File: src/deskew_cal_pkg.sv
// constants, register map and state encoding for the read deskew sequencer
// Operation
// - raise stage flag bit 1 at write leveling
// - toggle strobe and clock during write leveling
// - mode register set with A7, mirrored per rank
// - termination on while strobe toggles in write leveling, off for pattern writes
// - read leveling after gate and write leveling
// - center strobe with register pattern after deskew
// - deskew first rank only, written long pattern
// - per nibble rise and fall 512-tap delays
// - keep rise and fall delays offset together
// - write 0x00 at 0x000, eight extra cycles
// - back-to-back reads without gaps during evaluation
// - decrement rise and fall together until zero
// - compare rising data only, drop burst tail
// - match bumps bit delay, mismatch bumps capture
// - window needs ten contiguous passing settings
// - one bit at a time, capture never decreases
// - recheck all bits, push early bits
// - store final delays as readable results
// - no window gives error 0x1 with location
// - read timeout gives error 0xF with location
package deskew_cal_pkg;
    localparam int NIBBLES = 2;
    localparam int BITS = 8;
    localparam int TAP_W = 9;
    localparam logic [8:0] TAP_MAX = 9'h1FF;
    localparam logic [8:0] TAP_RESET = 9'h000;
    localparam int CLK_PERIOD_NS = 40;
    localparam int WL_TIME_NS = 4000;
    localparam logic [11:0] WL_CYC = 12'((WL_TIME_NS + CLK_PERIOD_NS - 1) / CLK_PERIOD_NS);
    localparam int READ_TIMEOUT_NS = 2000;
    localparam logic [11:0] READ_TIMEOUT_CYC = 12'(READ_TIMEOUT_NS / CLK_PERIOD_NS);
    localparam int MRD_CYC = 8;
    localparam int WR_LAT_CYC = 9;
    localparam int WR_EXTRA_CYC = 8;
    localparam int BURST_CLK = 4;
    localparam logic [11:0] WR_DRIVE_CYC = 12'(WR_EXTRA_CYC + WR_LAT_CYC + BURST_CLK + WR_EXTRA_CYC);
    localparam logic [11:0] CENTER_CYC = 12'h040;
    localparam logic [3:0] WINDOW_MIN = 4'hA;
    localparam logic [1:0] RISE_USED = 2'h2;
    localparam logic [3:0] ERR_NONE = 4'h0;
    localparam logic [3:0] ERR_NO_WINDOW = 4'h1;
    localparam logic [3:0] ERR_TIMEOUT = 4'hF;
    localparam int MRS_A7 = 7;
    localparam int MRS_A7_MIRROR = 8;
    localparam logic [13:0] ADDR_PAT0 = 14'h0000;
    localparam logic [13:0] ADDR_PAT1_DDR3 = 14'h0008;
    localparam logic [13:0] ADDR_PAT1_DDR4 = 14'h0000;
    localparam logic [1:0] BG_PAT1_DDR4 = 2'h1;
    localparam logic [7:0] DATA_PAT0 = 8'h00;
    localparam logic [7:0] DATA_PAT1 = 8'hFF;
    localparam logic [7:0] OFF_CTRL = 8'h00;
    localparam logic [7:0] OFF_STATUS = 8'h04;
    localparam logic [7:0] OFF_RISE = 8'h08;
    localparam logic [7:0] OFF_FALL = 8'h0C;
    localparam logic [7:0] OFF_BITDLY = 8'h10;
    localparam logic [7:0] OFF_BITDLY_LAST = 8'h1C;
    localparam int CTRL_START = 0;
    localparam int CTRL_DDR4 = 1;
    localparam int CTRL_DUAL = 2;
    localparam int CTRL_MIRROR = 3;
    typedef enum logic [1:0] {CMD_NONE, CMD_MRS, CMD_WRITE, CMD_READ} cmd_kind_t;
    typedef enum {
        S_IDLE, S_GATE_WAIT, S_WL_MRS, S_WL_RUN, S_DSK_DEC, S_DSK_WR0, S_DSK_WR1,
        S_DSK_EVAL, S_DSK_ALIGN, S_CENTER, S_DONE, S_FAIL
    } cal_state_t;
endpackage : deskew_cal_pkg

File: src/deskew_cal.sv
// read per-bit deskew sequencer with write leveling front end and apb registers
module deskew_cal
    import deskew_cal_pkg::*;
(
    input wire logic clk_in,
    input wire logic rst_in,
    input wire logic psel_in,
    input wire logic penable_in,
    input wire logic pwrite_in,
    input wire logic [7:0] paddr_in,
    input wire logic [31:0] pwdata_in,
    output logic [31:0] prdata_out,
    output logic pready_out,
    output logic pslverr_out,
    input wire logic gate_done_in,
    input wire logic dqs_in,
    input wire logic [deskew_cal_pkg::BITS-1:0] dq_in,
    output logic cmd_valid_out,
    output deskew_cal_pkg::cmd_kind_t cmd_kind_out,
    output logic [13:0] addr_out,
    output logic [1:0] bank_group_out,
    output logic rank_out,
    output logic [7:0] wr_data_out,
    output logic dq_oe_out,
    output logic dqs_oe_out,
    output logic dqs_toggle_out,
    output logic ck_en_out,
    output logic odt_out,
    output logic rd_burst_out,
    output logic mpr_read_out,
    output logic [3:0] stage_flags_out,
    output logic [deskew_cal_pkg::NIBBLES-1:0][8:0] rise_delay_out,
    output logic [deskew_cal_pkg::NIBBLES-1:0][8:0] fall_delay_out,
    output logic [deskew_cal_pkg::BITS-1:0][8:0] bit_delay_out
);
    import deskew_cal_pkg::*;

    typedef struct packed {
        cal_state_t st;
        logic [11:0] cnt;
        logic rank;
        logic nib;
        logic [1:0] bitn;
        logic [3:0] pass_cnt;
        logic ddr4;
        logic dual;
        logic mirror;
        logic [3:0] flags;
        logic [3:0] err;
        logic [3:0] err_nib;
        logic [3:0] err_bit;
        logic done;
        logic dsk_pass;
        logic dsk_fail;
        logic dqs_d;
        logic [1:0] smp_idx;
        logic burst_par;
        logic ok;
        logic cmd_valid;
        cmd_kind_t cmd_kind;
        logic [13:0] addr;
        logic [1:0] bg;
        logic [7:0] wdata;
        logic drive;
        logic [NIBBLES-1:0][8:0] rise;
        logic [NIBBLES-1:0][8:0] fall;
        logic [BITS-1:0][8:0] idl;
        logic [NIBBLES-1:0][8:0] res_rise;
        logic [NIBBLES-1:0][8:0] res_fall;
        logic [BITS-1:0][8:0] res_idl;
        logic ack;
        logic [31:0] prdata;
    } state_t;

    state_t s_r;
    state_t s_nxt;
    logic dqs_s;
    logic [BITS-1:0] dq_s;
    logic [BITS:0] pins_s;

    // strobe and data share one synchroniser so they stay in step
    sync2 #(.WIDTH(BITS + 1)) u_sync (
        .clk_in(clk_in),
        .rst_in(rst_in),
        .async_in({dqs_in, dq_in}),
        .sync_out(pins_s)
    );
    assign dqs_s = pins_s[BITS];
    assign dq_s = pins_s[BITS-1:0];

    function automatic logic [8:0] tap_inc(input logic [8:0] v);
        tap_inc = (v == TAP_MAX) ? v : 9'(v + 9'h001);
    endfunction : tap_inc

    function automatic logic [2:0] bit_index(input logic n, input logic [1:0] b);
        bit_index = {n, b};
    endfunction : bit_index

    function automatic logic [31:0] pack_pair(input logic [8:0] lo, input logic [8:0] hi);
        pack_pair = {7'h00, hi, 7'h00, lo};
    endfunction : pack_pair

    logic apb_access;
    logic apb_mapped;
    logic [2:0] cur_bit;
    logic [2:0] widx;
    logic rise_edge;
    logic sample_bit;
    logic decide;
    logic match;
    logic last_bit;
    logic apb_done;

    assign apb_access = psel_in && penable_in;
    // one wait state, so that the registered read data stands when pready is high
    assign apb_done = apb_access && s_r.ack;
    assign apb_mapped = (paddr_in[1:0] == 2'h0) && (paddr_in <= OFF_BITDLY_LAST);
    assign cur_bit = bit_index(s_r.nib, s_r.bitn);
    assign rise_edge = dqs_s && !s_r.dqs_d;
    assign sample_bit = dq_s[cur_bit];
    assign last_bit = (s_r.nib == 1'b1) && (s_r.bitn == 2'h3);
    // only the first rising sample of a burst counts; falling data is never looked at
    assign decide = rise_edge && (s_r.smp_idx == 2'(RISE_USED - 2'h1));
    assign match = s_r.ok && ((sample_bit == s_r.burst_par) || (s_r.smp_idx != 2'h0));

    always_comb
    begin
        s_nxt = s_r;
        widx = 3'h0;
        s_nxt.cmd_valid = 1'b0;
        s_nxt.cmd_kind = CMD_NONE;
        s_nxt.dqs_d = dqs_s;
        s_nxt.prdata = 32'h0000_0000;
        s_nxt.ack = apb_access && !s_r.ack;
        if (apb_access && !s_r.ack && !pwrite_in && apb_mapped)
        begin
            case (paddr_in)
                OFF_CTRL: s_nxt.prdata = {28'h0, s_r.mirror, s_r.dual, s_r.ddr4, 1'b0};
                OFF_STATUS: s_nxt.prdata = {12'h0, s_r.err_bit, s_r.err_nib, s_r.err,
                    s_r.dsk_fail, s_r.dsk_pass, s_r.done, s_r.st != S_IDLE, s_r.flags};
                OFF_RISE: s_nxt.prdata = pack_pair(s_r.res_rise[0], s_r.res_rise[1]);
                OFF_FALL: s_nxt.prdata = pack_pair(s_r.res_fall[0], s_r.res_fall[1]);
                default:
                begin
                    widx = 3'({paddr_in[3:2], 1'b0});
                    s_nxt.prdata = pack_pair(s_r.res_idl[widx], s_r.res_idl[widx + 3'h1]);
                end
            endcase
        end
        // sampling window: count rising strobes within a burst and flip the expected value
        if (s_r.st == S_DSK_EVAL || s_r.st == S_DSK_ALIGN)
        begin
            if (rise_edge)
            begin
                s_nxt.smp_idx = 2'(s_r.smp_idx + 2'h1);
                if (s_r.smp_idx == 2'h0)
                    s_nxt.ok = (sample_bit == s_r.burst_par);
                if (s_r.smp_idx == 2'h3)
                    s_nxt.burst_par = !s_r.burst_par;
            end
        end
        case (s_r.st)
            S_IDLE:
            begin
                if (apb_done && pwrite_in && paddr_in == OFF_CTRL)
                begin
                    s_nxt.ddr4 = pwdata_in[CTRL_DDR4];
                    s_nxt.dual = pwdata_in[CTRL_DUAL];
                    s_nxt.mirror = pwdata_in[CTRL_MIRROR];
                    if (pwdata_in[CTRL_START])
                    begin
                        s_nxt.st = S_GATE_WAIT;
                        s_nxt.flags = 4'h1;
                        s_nxt.done = 1'b0;
                        s_nxt.dsk_pass = 1'b0;
                        s_nxt.dsk_fail = 1'b0;
                        s_nxt.err = ERR_NONE;
                        s_nxt.rank = 1'b0;
                        s_nxt.cnt = 12'h000;
                    end
                end
            end
            S_GATE_WAIT:
            begin
                if (gate_done_in)
                begin
                    s_nxt.st = S_WL_MRS;
                    s_nxt.flags[1] = 1'b1;
                end
            end
            S_WL_MRS:
            begin
                s_nxt.cnt = 12'(s_r.cnt + 12'h001);
                if (s_r.cnt == 12'h000)
                begin
                    s_nxt.cmd_valid = 1'b1;
                    s_nxt.cmd_kind = CMD_MRS;
                    s_nxt.addr = 14'h0000;
                    // a mirrored second rank sees the enable on the swapped address line
                    if (s_r.rank && s_r.mirror)
                        s_nxt.addr[MRS_A7_MIRROR] = 1'b1;
                    else
                        s_nxt.addr[MRS_A7] = 1'b1;
                end
                else if (s_r.cnt == 12'(MRD_CYC))
                begin
                    s_nxt.cnt = 12'h000;
                    if (s_r.dual && !s_r.rank)
                        s_nxt.rank = 1'b1;
                    else
                    begin
                        s_nxt.rank = 1'b0;
                        s_nxt.st = S_WL_RUN;
                    end
                end
            end
            S_WL_RUN:
            begin
                s_nxt.cnt = 12'(s_r.cnt + 12'h001);
                if (s_r.cnt == 12'(WL_CYC - 12'h001))
                begin
                    s_nxt.cnt = 12'h000;
                    s_nxt.st = S_DSK_DEC;
                    s_nxt.flags[2] = 1'b1;
                end
            end
            S_DSK_DEC:
            begin
                s_nxt.st = S_DSK_WR0;
                for (int n = 0; n < NIBBLES; n++)
                begin
                    // the pair stops as soon as either side reaches zero, keeping the offset
                    if (s_r.rise[n] != 9'h000 && s_r.fall[n] != 9'h000)
                    begin
                        s_nxt.rise[n] = 9'(s_r.rise[n] - 9'h001);
                        s_nxt.fall[n] = 9'(s_r.fall[n] - 9'h001);
                        s_nxt.st = S_DSK_DEC;
                    end
                end
            end
            S_DSK_WR0, S_DSK_WR1:
            begin
                s_nxt.cnt = 12'(s_r.cnt + 12'h001);
                s_nxt.drive = 1'b1;
                if (s_r.cnt == 12'h000)
                begin
                    s_nxt.cmd_valid = 1'b1;
                    s_nxt.cmd_kind = CMD_WRITE;
                    s_nxt.rank = 1'b0;
                    if (s_r.st == S_DSK_WR0)
                    begin
                        s_nxt.addr = ADDR_PAT0;
                        s_nxt.bg = 2'h0;
                        s_nxt.wdata = DATA_PAT0;
                    end
                    else
                    begin
                        s_nxt.addr = s_r.ddr4 ? ADDR_PAT1_DDR4 : ADDR_PAT1_DDR3;
                        s_nxt.bg = s_r.ddr4 ? BG_PAT1_DDR4 : 2'h0;
                        s_nxt.wdata = DATA_PAT1;
                    end
                end
                // data and strobe stay driven well past the unknown latency
                else if (s_r.cnt == WR_DRIVE_CYC)
                begin
                    s_nxt.drive = 1'b0;
                    s_nxt.cnt = 12'h000;
                    s_nxt.st = (s_r.st == S_DSK_WR0) ? S_DSK_WR1 : S_DSK_EVAL;
                    s_nxt.nib = 1'b0;
                    s_nxt.bitn = 2'h0;
                    s_nxt.pass_cnt = 4'h0;
                    s_nxt.smp_idx = 2'h0;
                    s_nxt.burst_par = 1'b0;
                end
            end
            S_DSK_EVAL, S_DSK_ALIGN:
            begin
                s_nxt.cnt = rise_edge ? 12'h000 : 12'(s_r.cnt + 12'h001);
                if (s_r.cnt == READ_TIMEOUT_CYC)
                begin
                    s_nxt.st = S_FAIL;
                    s_nxt.err = ERR_TIMEOUT;
                    s_nxt.err_nib = {3'h0, s_r.nib};
                    s_nxt.err_bit = {1'b0, cur_bit};
                end
                else if (decide && s_r.st == S_DSK_EVAL)
                begin
                    if (match)
                    begin
                        s_nxt.idl[cur_bit] = tap_inc(s_r.idl[cur_bit]);
                        s_nxt.pass_cnt = 4'(s_r.pass_cnt + 4'h1);
                        // a single lucky pass in the noisy edge does not close the bit
                        if (4'(s_r.pass_cnt + 4'h1) == WINDOW_MIN)
                        begin
                            s_nxt.pass_cnt = 4'h0;
                            s_nxt.bitn = 2'(s_r.bitn + 2'h1);
                            s_nxt.nib = (s_r.bitn == 2'h3) ? !s_r.nib : s_r.nib;
                            if (last_bit)
                                s_nxt.st = S_DSK_ALIGN;
                        end
                        else if (s_r.idl[cur_bit] == TAP_MAX)
                        begin
                            s_nxt.st = S_FAIL;
                            s_nxt.err = ERR_NO_WINDOW;
                            s_nxt.err_nib = {3'h0, s_r.nib};
                            s_nxt.err_bit = {1'b0, cur_bit};
                        end
                    end
                    else if (s_r.rise[s_r.nib] == TAP_MAX || s_r.fall[s_r.nib] == TAP_MAX)
                    begin
                        s_nxt.st = S_FAIL;
                        s_nxt.err = ERR_NO_WINDOW;
                        s_nxt.err_nib = {3'h0, s_r.nib};
                        s_nxt.err_bit = {1'b0, cur_bit};
                    end
                    else
                    begin
                        // capture delays only ever move later, and always as a pair
                        s_nxt.pass_cnt = 4'h0;
                        s_nxt.rise[s_r.nib] = tap_inc(s_r.rise[s_r.nib]);
                        s_nxt.fall[s_r.nib] = tap_inc(s_r.fall[s_r.nib]);
                    end
                end
                else if (decide)
                begin
                    if (match && s_r.idl[cur_bit] != TAP_MAX)
                        s_nxt.idl[cur_bit] = tap_inc(s_r.idl[cur_bit]);
                    else
                    begin
                        s_nxt.bitn = 2'(s_r.bitn + 2'h1);
                        s_nxt.nib = (s_r.bitn == 2'h3) ? !s_r.nib : s_r.nib;
                        if (last_bit)
                        begin
                            s_nxt.st = S_CENTER;
                            s_nxt.cnt = 12'h000;
                            s_nxt.res_rise = s_r.rise;
                            s_nxt.res_fall = s_r.fall;
                            s_nxt.res_idl = s_r.idl;
                            s_nxt.dsk_pass = 1'b1;
                            s_nxt.flags[3] = 1'b1;
                        end
                    end
                end
            end
            S_CENTER:
            begin
                s_nxt.cnt = 12'(s_r.cnt + 12'h001);
                if (s_r.cnt == 12'(CENTER_CYC - 12'h001))
                    s_nxt.st = S_DONE;
            end
            S_DONE:
            begin
                s_nxt.done = 1'b1;
                s_nxt.st = S_IDLE;
            end
            S_FAIL:
            begin
                s_nxt.dsk_fail = 1'b1;
                s_nxt.st = S_IDLE;
            end
            default: s_nxt.st = S_IDLE;
        endcase
    end

    always_ff @(posedge clk_in)
    begin
        if (rst_in)
        begin
            s_r <= '0;
            s_r.st <= S_IDLE;
            s_r.cmd_kind <= CMD_NONE;
            for (int n = 0; n < NIBBLES; n++)
            begin
                s_r.rise[n] <= TAP_RESET;
                s_r.fall[n] <= TAP_RESET;
            end
        end
        else
            s_r <= s_nxt;
    end

    assign pready_out = apb_done;
    assign pslverr_out = apb_done && !apb_mapped;
    assign prdata_out = s_r.prdata;
    assign cmd_valid_out = s_r.cmd_valid;
    assign cmd_kind_out = s_r.cmd_kind;
    assign addr_out = s_r.addr;
    assign bank_group_out = s_r.bg;
    assign rank_out = s_r.rank;
    assign wr_data_out = s_r.wdata;
    assign dq_oe_out = s_r.drive;
    assign dqs_oe_out = s_r.drive || (s_r.st == S_WL_RUN);
    assign dqs_toggle_out = (s_r.st == S_WL_RUN) || s_r.drive;
    assign ck_en_out = (s_r.st == S_WL_RUN);
    assign odt_out = (s_r.st == S_WL_RUN);
    assign rd_burst_out = (s_r.st == S_DSK_EVAL) || (s_r.st == S_DSK_ALIGN);
    assign mpr_read_out = (s_r.st == S_CENTER);
    assign stage_flags_out = s_r.flags;
    assign rise_delay_out = s_r.rise;
    assign fall_delay_out = s_r.fall;
    assign bit_delay_out = s_r.idl;

    chk_wl_flag_rise: assert property (@(posedge clk_in) disable iff (rst_in)
        (s_r.st == S_GATE_WAIT && gate_done_in) |=> stage_flags_out[1])
        else $error("write leveling flag not raised");
    chk_wl_toggle: assert property (@(posedge clk_in) disable iff (rst_in)
        ck_en_out |-> (odt_out && dqs_toggle_out))
        else $error("termination or strobe missing during leveling");
    chk_mrs_a7: assert property (@(posedge clk_in) disable iff (rst_in)
        (cmd_valid_out && cmd_kind_out == CMD_MRS && !(rank_out && s_r.mirror)) |-> addr_out[7])
        else $error("mode register set lacks A7");
    chk_dec_lock: assert property (@(posedge clk_in) disable iff (rst_in)
        (s_r.st == S_DSK_DEC) |=> (($past(s_r.rise[0]) - s_r.rise[0])
            == ($past(s_r.fall[0]) - s_r.fall[0])))
        else $error("rise and fall delays not stepped together");
    chk_cap_mono: assert property (@(posedge clk_in) disable iff (rst_in)
        (s_r.st == S_DSK_EVAL && $past(s_r.st) == S_DSK_EVAL) |-> (s_r.rise[0] >= $past(s_r.rise[0])))
        else $error("capture delay decreased during deskew");
    chk_wr_drive: assert property (@(posedge clk_in) disable iff (rst_in)
        (cmd_valid_out && cmd_kind_out == CMD_WRITE) |-> dq_oe_out [*8])
        else $error("write data not held long enough");
    chk_pat1_ddr4: assert property (@(posedge clk_in) disable iff (rst_in)
        (cmd_valid_out && cmd_kind_out == CMD_WRITE && wr_data_out == DATA_PAT1 && s_r.ddr4)
        |-> (bank_group_out == BG_PAT1_DDR4))
        else $error("second pattern not in other bank group");
    chk_timeout_err: assert property (@(posedge clk_in) disable iff (rst_in)
        (rd_burst_out && s_r.cnt == READ_TIMEOUT_CYC) |=> (s_r.err == ERR_TIMEOUT) ##1 s_r.dsk_fail)
        else $error("read timeout not reported");
    chk_result_store: assert property (@(posedge clk_in) disable iff (rst_in)
        $rose(s_r.dsk_pass) |-> (s_r.res_rise == s_r.rise && s_r.res_idl == s_r.idl))
        else $error("results not stored on completion");
    chk_reads_cont: assert property (@(posedge clk_in) disable iff (rst_in)
        $rose(rd_burst_out) |-> rd_burst_out [*4])
        else $error("read bursts have gaps");
endmodule : deskew_cal

File: src/sync2.sv
// two flip-flop synchroniser for pins from the memory side
module sync2 #(
    parameter int WIDTH = 1
) (
    input wire logic clk_in,
    input wire logic rst_in,
    input wire logic [WIDTH-1:0] async_in,
    output logic [WIDTH-1:0] sync_out
);
    logic [WIDTH-1:0] meta_r;

    always_ff @(posedge clk_in)
    begin
        if (rst_in)
        begin
            meta_r <= '0;
            sync_out <= '0;
        end
        else
        begin
            meta_r <= async_in;
            sync_out <= meta_r;
        end
    end
endmodule : sync2
File: config.mk
export PLATFORM = sky130hd
export DESIGN_NAME = deskew_cal
export DESIGN_NICKNAME = d
export VERILOG_FILES = /design/src/deskew_cal_pkg.sv /design/src/deskew_cal.sv /design/src/sync2.sv
export SDC_FILE = /design/constraint.sdc
export NUM_CORES = 1
export LEC_CHECK = 0
export BUFFER_PORTS_ARGS = -buffer_cell sky130_fd_sc_hd__buf_2
export CORE_MARGIN = 10
export CORE_UTILIZATION = 50
export CTS_BUF_LIST = sky130_fd_sc_hd__clkbuf_4
export CTS_CLUSTER_DIAMETER = 40
export CTS_CLUSTER_SIZE = 40
export DETAILED_ROUTE_END_ITERATION = 8
export GPL_TIMING_DRIVEN = 0
export PLACE_DENSITY_LB_ADDON = 0.15
export SLEW_MARGIN = 20
export SYNTH_ARGS = -nofsm -noshare
export SYNTH_HDL_FRONTEND = slang
export SYNTH_SLANG_ARGS = --single-unit
export TNS_END_PERCENT = 5
File: constraint.sdc
create_clock -name clk_in -period 5.1 [get_ports clk_in]
set_clock_uncertainty 0.05 [all_clocks]
set_input_delay 1.02 -clock clk_in [delete_from_list [all_inputs] [get_ports clk_in]]
set_output_delay 1.02 -clock clk_in [all_outputs]
set_load 0.1 [all_outputs]
# --- Yosys cells after proc, flatten, opt, wreduce, memory -nomap -nowiden ---
# Cells that the tools add are included.
# Widths: inputs -> output; s select.
totals:
  out_inout_bits: 181
  register_bits: 374
  wordCells: 358
op_classes:
  bitwise: 4
  add_sub_neg: 12
  eq_ne: 73
  mux: 124
  reduce_logical: 81
  n_lt_le_gt_ge: 7
ops:
  columns: ["operator", "count"]
  rows:
  - ["$mux 108", 3]
  - ["$mux 32", 10]
  - ["$mux 44", 6]
  - ["$pmux 32 s8", 1]
  - ["$mux 216", 1]
  - ["$mux 72", 3]
  - ["$eq 32x4->1 const B", 6]
  - ["$mux 180", 1]
  - ["$mux 45", 4]
  - ["$eq 32x3->1 const B", 5]
  - ["$mux 9", 16]
  - ["$mux 12", 9]
  - ["$mux 36", 3]
  - ["$pmux 25 s4", 1]
  - ["$bwmux 72", 1]
  - ["$pmux 12 s6", 1]
  - ["$pmux 36 s2", 1]
  - ["$eq 32x2->1 const B", 2]
  - ["$eq 32x5->1 const B", 2]
  - ["$bmux 9 s3", 2]
  - ["$ne 2x2->1 const B", 23]
  - ["$bwmux 18", 2]
  - ["$reduce_bool 9->1", 4]
  - ["$sub 9x1->9 const B", 4]
  - ["66 further kinds", 190]

# --- Depth between registers and ports, before layout ---
# Gate-level depths: netlist of run 1.
logic_depth:
  depth_word: 11
  ltp_mapped: 18
  mapped_depth_nobuf: 11

# --- By module ---
# From an unflattened synthesis of run 1, not the netlist that was laid out.
hier_totals:
  hier_cells: 1934
  area_unflattened_um2: 16163.0
modules_own_cells:
  columns: ["module", "cells_each", "area_each_um2", "seq_area_each_um2", "instances"]
  rows:
  - ["deskew_cal", 1897, 15673.8, 5785.5, 1]
  - ["sync2", 37, 489.2, 360.3, 1]

# --- Worst setup path after synthesis of run 1 ---
# OpenSTA, ideal clock, no wires.
synth_path:
  path_type: "flip-flop to output port"
  start: "register s_r[324] (netlist name)"
  end: "output mpr_read_out"
  stages_incl_launch_ff: 4
  n_path_buf: 2
  path_slack_ns: 0.940
  t_arrival_ns: 3.090
  required_time_ns: 4.030
  path_cell_list: "dfxtp_1 buf_2 clkbuf_1 nor3b_1"
synth_via:
  elab_chain_len: 1
synth_rtl:
  columns: ["element", "line", "text"]
  rows:
  - ["start, declared", "deskew_cal.sv:75", "state_t s_r;"]
  - ["start signal, assigned", "deskew_cal.sv:379", "s_r <= s_nxt;"]
  - ["$eq 32x5->1", "deskew_cal.sv:397", "assign mpr_read_out = (s_r.st == S_CENTER);"]
  - ["end, declared", "deskew_cal.sv:30", "output logic mpr_read_out,"]
# Every way passes these cells.

# --- Worst setup path in the final report of run 1 ---
layout_path:
  start: "register s_r[324] (netlist name)"
  end: "output rd_burst_out"
layout_via:
  elab_chain_len: 2
  elab_cells_between_ends: 3
  classes_between: "eq/ne: 2; reduce/logical: 1"
layout_rtl:
  columns: ["element", "line", "text"]
  rows:
  - ["$eq 32x4->1 / $eq 32x5->1 (equally long branches)", "deskew_cal.sv:396", "assign rd_burst_out = (s_r.st == S_DSK_EVAL) || (s_r.st == S_DSK_ALIGN);"]
  - ["$logic_or 1x1->1 *", "deskew_cal.sv:396", null]
  - ["end, declared", "deskew_cal.sv:29", "output logic rd_burst_out,"]
# Every way passes the cells marked *; elsewhere a longest branch is shown, timed or not.

==> metrics.cfg, run 1 <==
[grt]
grt.total_usage_pct = 27.55
grt_max_degree = 17
grt_pass1_wl_microns = 87200
antenna_found_initial = 1
grt_pass1_vias = 13968
grt_overflow = 0

[floorplanning]
fp.dieArea_sq_um = 40430
initial_core_util_pct = 50.52
die_w_microns = 201.1
design.core.area_sq_um = 32450
ios = 236
die_h_microns = 201.1
core.rowCount = 66

[worst_setup_path]
critPathMaxStageDelay_ns = 0.76
cp_slowest_cell = nor2_1
critPathMaxFanout = 16
start_kind = flop
critPathKind = reg -> out
cp.required_ns = 4.03
end_kind = output port
worstPathArrival_ns = 3.84
crit_chain = buf_2, and4b_1, nor2_1, clkinvlp_4, buf_1, buf_2
cp_common_cell = buf_2

[synth]
yosysWarnings = 0
ys_ff_latch = 307
async_reset_ff_share_pct = 0
synthTopCellsByArea = dfxtp_1 (37%), mux2i_1 (13%), buf_4 (8.8%), nor2_1 (6.6%), mux4_2 (4.1%)
ys_seq_area_share_pct = 37.49
avgSynthCellArea_sq_um = 9.018
synth_edf_count = 0
ys_types = 90
ys.flop_type = dfxtp_1
synth_area_sq_um = 16390
synth_top_cell_by_area = dfxtp_1
synthCells = 1818
synth_top_area_share_pct = 37.49

[placed_design]
post-dp-hpwl_microns = 43040
pre_cts_ws_ns = 0.4294
io_buffers = 184
gp_congestion = 0.9496

[worst_hold_path]
min_path_type = reg -> reg

[run]
drv_cap = 0

[drt]
wl_per_cell_microns = 22.69
dr_total_vias = 14434
drt-vias-per-instance = 5.660
dr.pass1.iters = 7
drc = 0
ant_nets = 0
wl_microns = 57850
drt_iter0_drc = 1314

[clocking]
tritoncts = yes
post-cts-setup-buffers = 0
cts_buffers = 46
clock-sinks = 307
clockBufferDepth = 3
cts_root_buf = clkbuf_4
htreeDepth = 2
clock_latency_ns = 0.75
cts.clk_slew.worst_paths_ns = 0.12

[final_layout]
nets = 2143
syn2layout_area_growth_pct = 14.00
drive_gt1_share_pct = 26.48

[power_and_ir_drop]
p_per_area_nw_per_um2 = 278.9
vdd_ir_drop_max_uv = 189.3
power_leakage_nw = 7.511

[timing]
finalSetupViolCount = 0
post-route-period-util_pct = 96.35
hold_ws_ns = 0.3844
max_slew_margin_pct = 19.34
finalSetupTns_ns = 0
setup_slack_ns = 0.1859
tightest_slew_ns = 1.210
rsz0062_at_grt = no
finalHoldViolCount = 0
min_period_ns = 4.914
maxClockFrequency_mhz = 203.5
finalMaxSlewViolations = 0

[run_status]
outcome = completed

==> report_power, final <==
group / total (mW) / internal, mW / switching (mW)
Sequential: 2.45 / 2.42 / 0.0266
Clock: 1.85 / 0.799 / 1.05
Combinational: 0.910 / 0.237 / 0.673
Total: 5.21 / 3.46 / 1.75
==> per-layer routing <==
layer | GRT usage, % | wire, microns | up-vias | part of all wire, %
li1 | - | - | 6701 | -
met1 | 35.57 | 24060 | 6883 | 42
met2 | 44.76 | 26750 | 706 | 46
met3 | 5.261 | 4803 | 144 | 8.3
met4 | 10.31 | 2241 | 0 | 3.9
met5 | 0 | 0 | - | 0
==> layout make-up <==
cell class,instances,area [sq um]
Fill cell,3060,13760
Multi-Input combinational cell,1198,8229
Sequential cell,307,6146
Buffer,294,1951
Timing Repair Buffer,184,920.9
Tap cell,442,553.0
Clock buffer,52,390.4
Clock inverter,33,346.6
Inverter,39,150.1
Antenna cell,1,2.502
==> worst paths after layout <==
path                                       start            endpoint  slack [ns]  depth (start not counted)
worst max register to register        cur_bit[2]   rise_delay_out[5]        0.23                         17
worst min register to register  u_sync.meta_r[8]  u_sync.sync_out[8]        0.38                          1
worst max-delay path                    s_r[324]        rd_burst_out        0.19                          6
worst min-delay path            u_sync.meta_r[8]  u_sync.sync_out[8]        0.38                          1
==> timing repair <==
action,CTS,global route
gates resized for setup,0,1
hold buffers,0,0
hold endpoints to repair,0,0
endpoints found under the setup margin,1,1
==> cell families after synthesis <==
logic type / Yosys count / synth area share, %
AOI/OAI and AO/OA: 255 / 10.91
xor gates and xnor gates: 34 / 1.816
adders and majority gates: 18 / 1.374
buffers and inverters: 334 / 12.80
DFF: 307 / 37.49
muxes: 261 / 18.35
other: 1 / 0.02287
and+or+nand+nor: 608 / 17.24
==> cells in the mapped netlist (4+ instances only) <==
master and n:
a211oi_1 7, a21boi_0 4, a21oi_1 63, a22oi_1 22, a31oi_1 8, a32oi_1 4
and3_1 6, buf_1 7, buf_2 10, buf_4 193, buf_6 9, clkbuf_1 72
dfxtp_1 307, ha_1 18, inv_1 36, mux2_2 16, mux2i_1 215, mux4_2 30
nand2_1 105, nand2b_1 15, nand3_1 56, nand3b_1 6, nand4_1 9, nand4b_1 4
nor2_1 287, nor2b_1 34, nor3_1 32, nor3b_1 4, nor4_1 11, o21ai_0 55
o221ai_1 14, o22ai_1 19, o31a_1 4, o32ai_1 6, or3_1 10, xnor2_1 23
xor2_1 11
==> flip-flops by register name, indices dropped and copies added (netlist names) <==
name / count
cur_bit: 3
rise_delay_out: 18
u_sync.sync_out: 9
dq_oe_out: 1
wr_data_out: 1
fall_delay_out: 18
cmd_valid_out: 1
rank_out: 1
cmd_kind_out: 2
stage_flags_out: 4
s_r: 144
u_sync.meta_r: 9
addr_out: 3
bank_group_out: 1
prdata_out: 20
bit_delay_out: 72
==> placed cells by master (no fill, tap or decap), types with 10 or more instances in the layout <==
master / instances
a21oi_1: 63
a22oi_1: 22
buf_2: 194
buf_4: 193
clkbuf_1: 71
clkbuf_4: 52
conb_1: 22
dfxtp_1: 307
ha_1: 18
inv_1: 36
mux2_2: 16
mux2i_1: 215
mux4_2: 30
nand2_1: 105
nand2b_1: 15
nand3_1: 56
nor2_1: 287
nor2b_1: 34
nor3_1: 32
nor4_1: 11
o21ai_0: 55
o221ai_1: 14
o22ai_1: 19
or3_1: 10
xnor2_1: 23
xor2_1: 11
==> stage by stage <==
stage | util (%) | area (sq um) | std cells | total power [mW]
after floorplan | - | 16470 | 1839 | 3.137
after global placement | 55.30 | 17950 | 2465 | 3.389
after detailed placement | 55.30 | 17950 | 2465 | 3.396
after CTS | 57.56 | 18680 | 2549 | 5.201
after global routing | 57.59 | 18690 | 2550 | 5.385
final | 57.59 | 18690 | 2550 | 5.212
==> worst max-delay path, delay by kind of cell, from the launching register on <==
kind / cells / cell delay, ns
and+or+nand+nor: 2 / 1.02
buffers and inverters: 4 / 1.75
DFF: 1 / 0.32
Note: power is estimated with default switching activity, not from simulation.
==> run 2, diff against run 1 <==
- CORE_MARGIN: 10 -> 2
- PLACE_DENSITY: default -> 0.71
- PLACE_DENSITY_LB_ADDON: 0.15 -> default
==> run 2 against run 1 <==
Against the previous run: count of clock-buffer cells in the layout shrank 8; worst hold slack gained 0.0094 ns; sequential cell count is the same; clock power grew 3%; highest routed layer unchanged.
==> metrics.cfg, run 2 (synthesis gave the netlist of run 1 again) <==
[final_layout]
syn2layout_area_growth_pct = 14.01
fin_util_pct = 57.74
nets = 2140
final_common_cell = dfxtp_1
largest_register_ffs = 144
drive_gt1_share_pct = 26.08
fillCellCount = 3042
top_register = s_r
layout_common_cells = dfxtp_1 (307), nor2_1 (287), mux2i_1 (215)
fin_cells = 2540

[floorplanning]
fp.dieArea_sq_um = 34250
core.rowCount = 66
initial_core_util_pct = 50.65
design.core.area_sq_um = 32370
die_h_microns = 185.1
die_w_microns = 185.1
ios = 236

[clocking]
clock-sinks = 307
cts_buffers = 42
htreeDepth = 2
cts_root_buf = clkbuf_4
cts_resized = 0
ctsHoldBuffers = 0
post-cts-setup-buffers = 0
tritoncts = yes
clock_latency_ns = 0.76
clockBufferDepth = 3
cts.clk_slew.worst_paths_ns = 0.11

[run_status]
outcome = completed

[power_and_ir_drop]
pwr-share-seq_pct = 46.6
comb_power_share_pct = 17.2
p_int_mw = 3.544
vdd_ir_drop_max_uv = 160.0
power_leakage_nw = 7.515
p_per_area_nw_per_um2 = 281.3
p_sw_share_pct = 32.59
p_sw_mw = 1.713
power_frac_clock_pct = 36.2

[grt]
grt_max_degree = 15
grt_pass1_wl_microns = 80630
grt_overflow = 0
grt.total_usage_pct = 31.25
grt_pass1_vias = 13383
antenna_found_initial = 1

[drt]
dr.pass1.iters = 5
wl_microns = 54010
drt-vias-per-instance = 5.672
drt_iter0_drc = 1280
ant_nets = 0
dr_total_vias = 14406
drc = 0
wl_per_cell_microns = 21.26

[timing]
finalMaxSlewViolations = 0
rsz0062_at_grt = no
max_slew_margin_pct = 29.72
tightest_slew_ns = 1.054
finalSetupTns_ns = 0
post-route-period-util_pct = 96.68
maxClockFrequency_mhz = 202.8
min_period_ns = 4.931
finalSetupViolCount = 0
finalHoldViolCount = 0

[worst_setup_path]
end_kind = output port
ff2ff_setup_slack_ns = 0.22
worstPathArrival_ns = 3.86
critPathMaxFanout = 10
critPathKind = reg -> out
start_kind = flop
r2r_cells = 17
cp.required_ns = 4.03

[placed_design]
io_buffers = 184
gp_congestion = 0.9811
placed_cells = 2465
post-dp-hpwl_microns = 39500

[worst_hold_path]
hold_depth = 1
min_path_type = reg -> reg

[run]
drv_cap = 0

## run 2: area by class of cell
class / instances / area, sq um / area share [%]
clock buffer: 44 / 330.3 / 1.767
antenna: 1 / 2.502 / 0.01339
tap: 442 / 553.0 / 2.959
buffer: 295 / 1953 / 10.45
inverter: 39 / 146.4 / 0.7832
sequential: 307 / 6146 / 32.88
clock inverter: 30 / 410.4 / 2.196
timing repair buffer: 184 / 920.9 / 4.927
multi-input combinational: 1198 / 8229 / 44.03
## run 2: metrics by stage
stage | area, sq um | setup slack (ns) | total power [mW] | hold WS [ns]
3_5_place_dp | 17950 | 0.5043 | 3.381 | 0.3768
2_1_floorplan | 16470 | 0.9396 | 3.137 | 0.3575
4_1_cts | 18690 | 0.2415 | 5.242 | 0.4002
3_3_place_gp | 17950 | 0.5373 | 3.372 | 0.3682
5_1_grt | 18690 | 0.02134 | 5.438 | 0.4189
6_report | 18690 | 0.1693 | 5.258 | 0.3938
## run 2: power by group through the flow
stage | registers (mW) | clock network (mW) | logic (mW)
after floorplan | 2.50 | 0 | 0.640
after global placement | 2.50 | 0 | 0.867
after detailed placement | 2.51 | 0 | 0.875
after CTS | 2.45 | 1.91 | 0.878
after global routing | 2.46 | 2.03 | 0.953
final | 2.45 | 1.90 | 0.902
## run 2: final timing paths
check                       endpoint              from
setup / recovery        rd_burst_out          s_r[324]
hold / removal    u_sync.sync_out[3]  u_sync.meta_r[3]
setup reg to reg   rise_delay_out[2]        cur_bit[2]
hold reg to reg   u_sync.sync_out[3]  u_sync.meta_r[3]
## run 2: metal layers
metal	vias up	part of all wire (%)	global-route usage (%)	routed length, microns
met5	-	0	0	0
met4	0	4.8	14.73	2618
met3	160	8.6	6.449	4642
met2	750	45	50.26	24510
met1	6839	41	40.21	22240
li1	6657	-	-	-
## run 2: critical path: stages (launching register included)
cell and delay [ns]:
dfxtp_1 0.31, buf_2 0.16, nor4b_2 0.43, nor2_1 0.30
clkinv_1 0.27, clkbuf_1 0.64, buf_1 0.51, buf_2 0.53
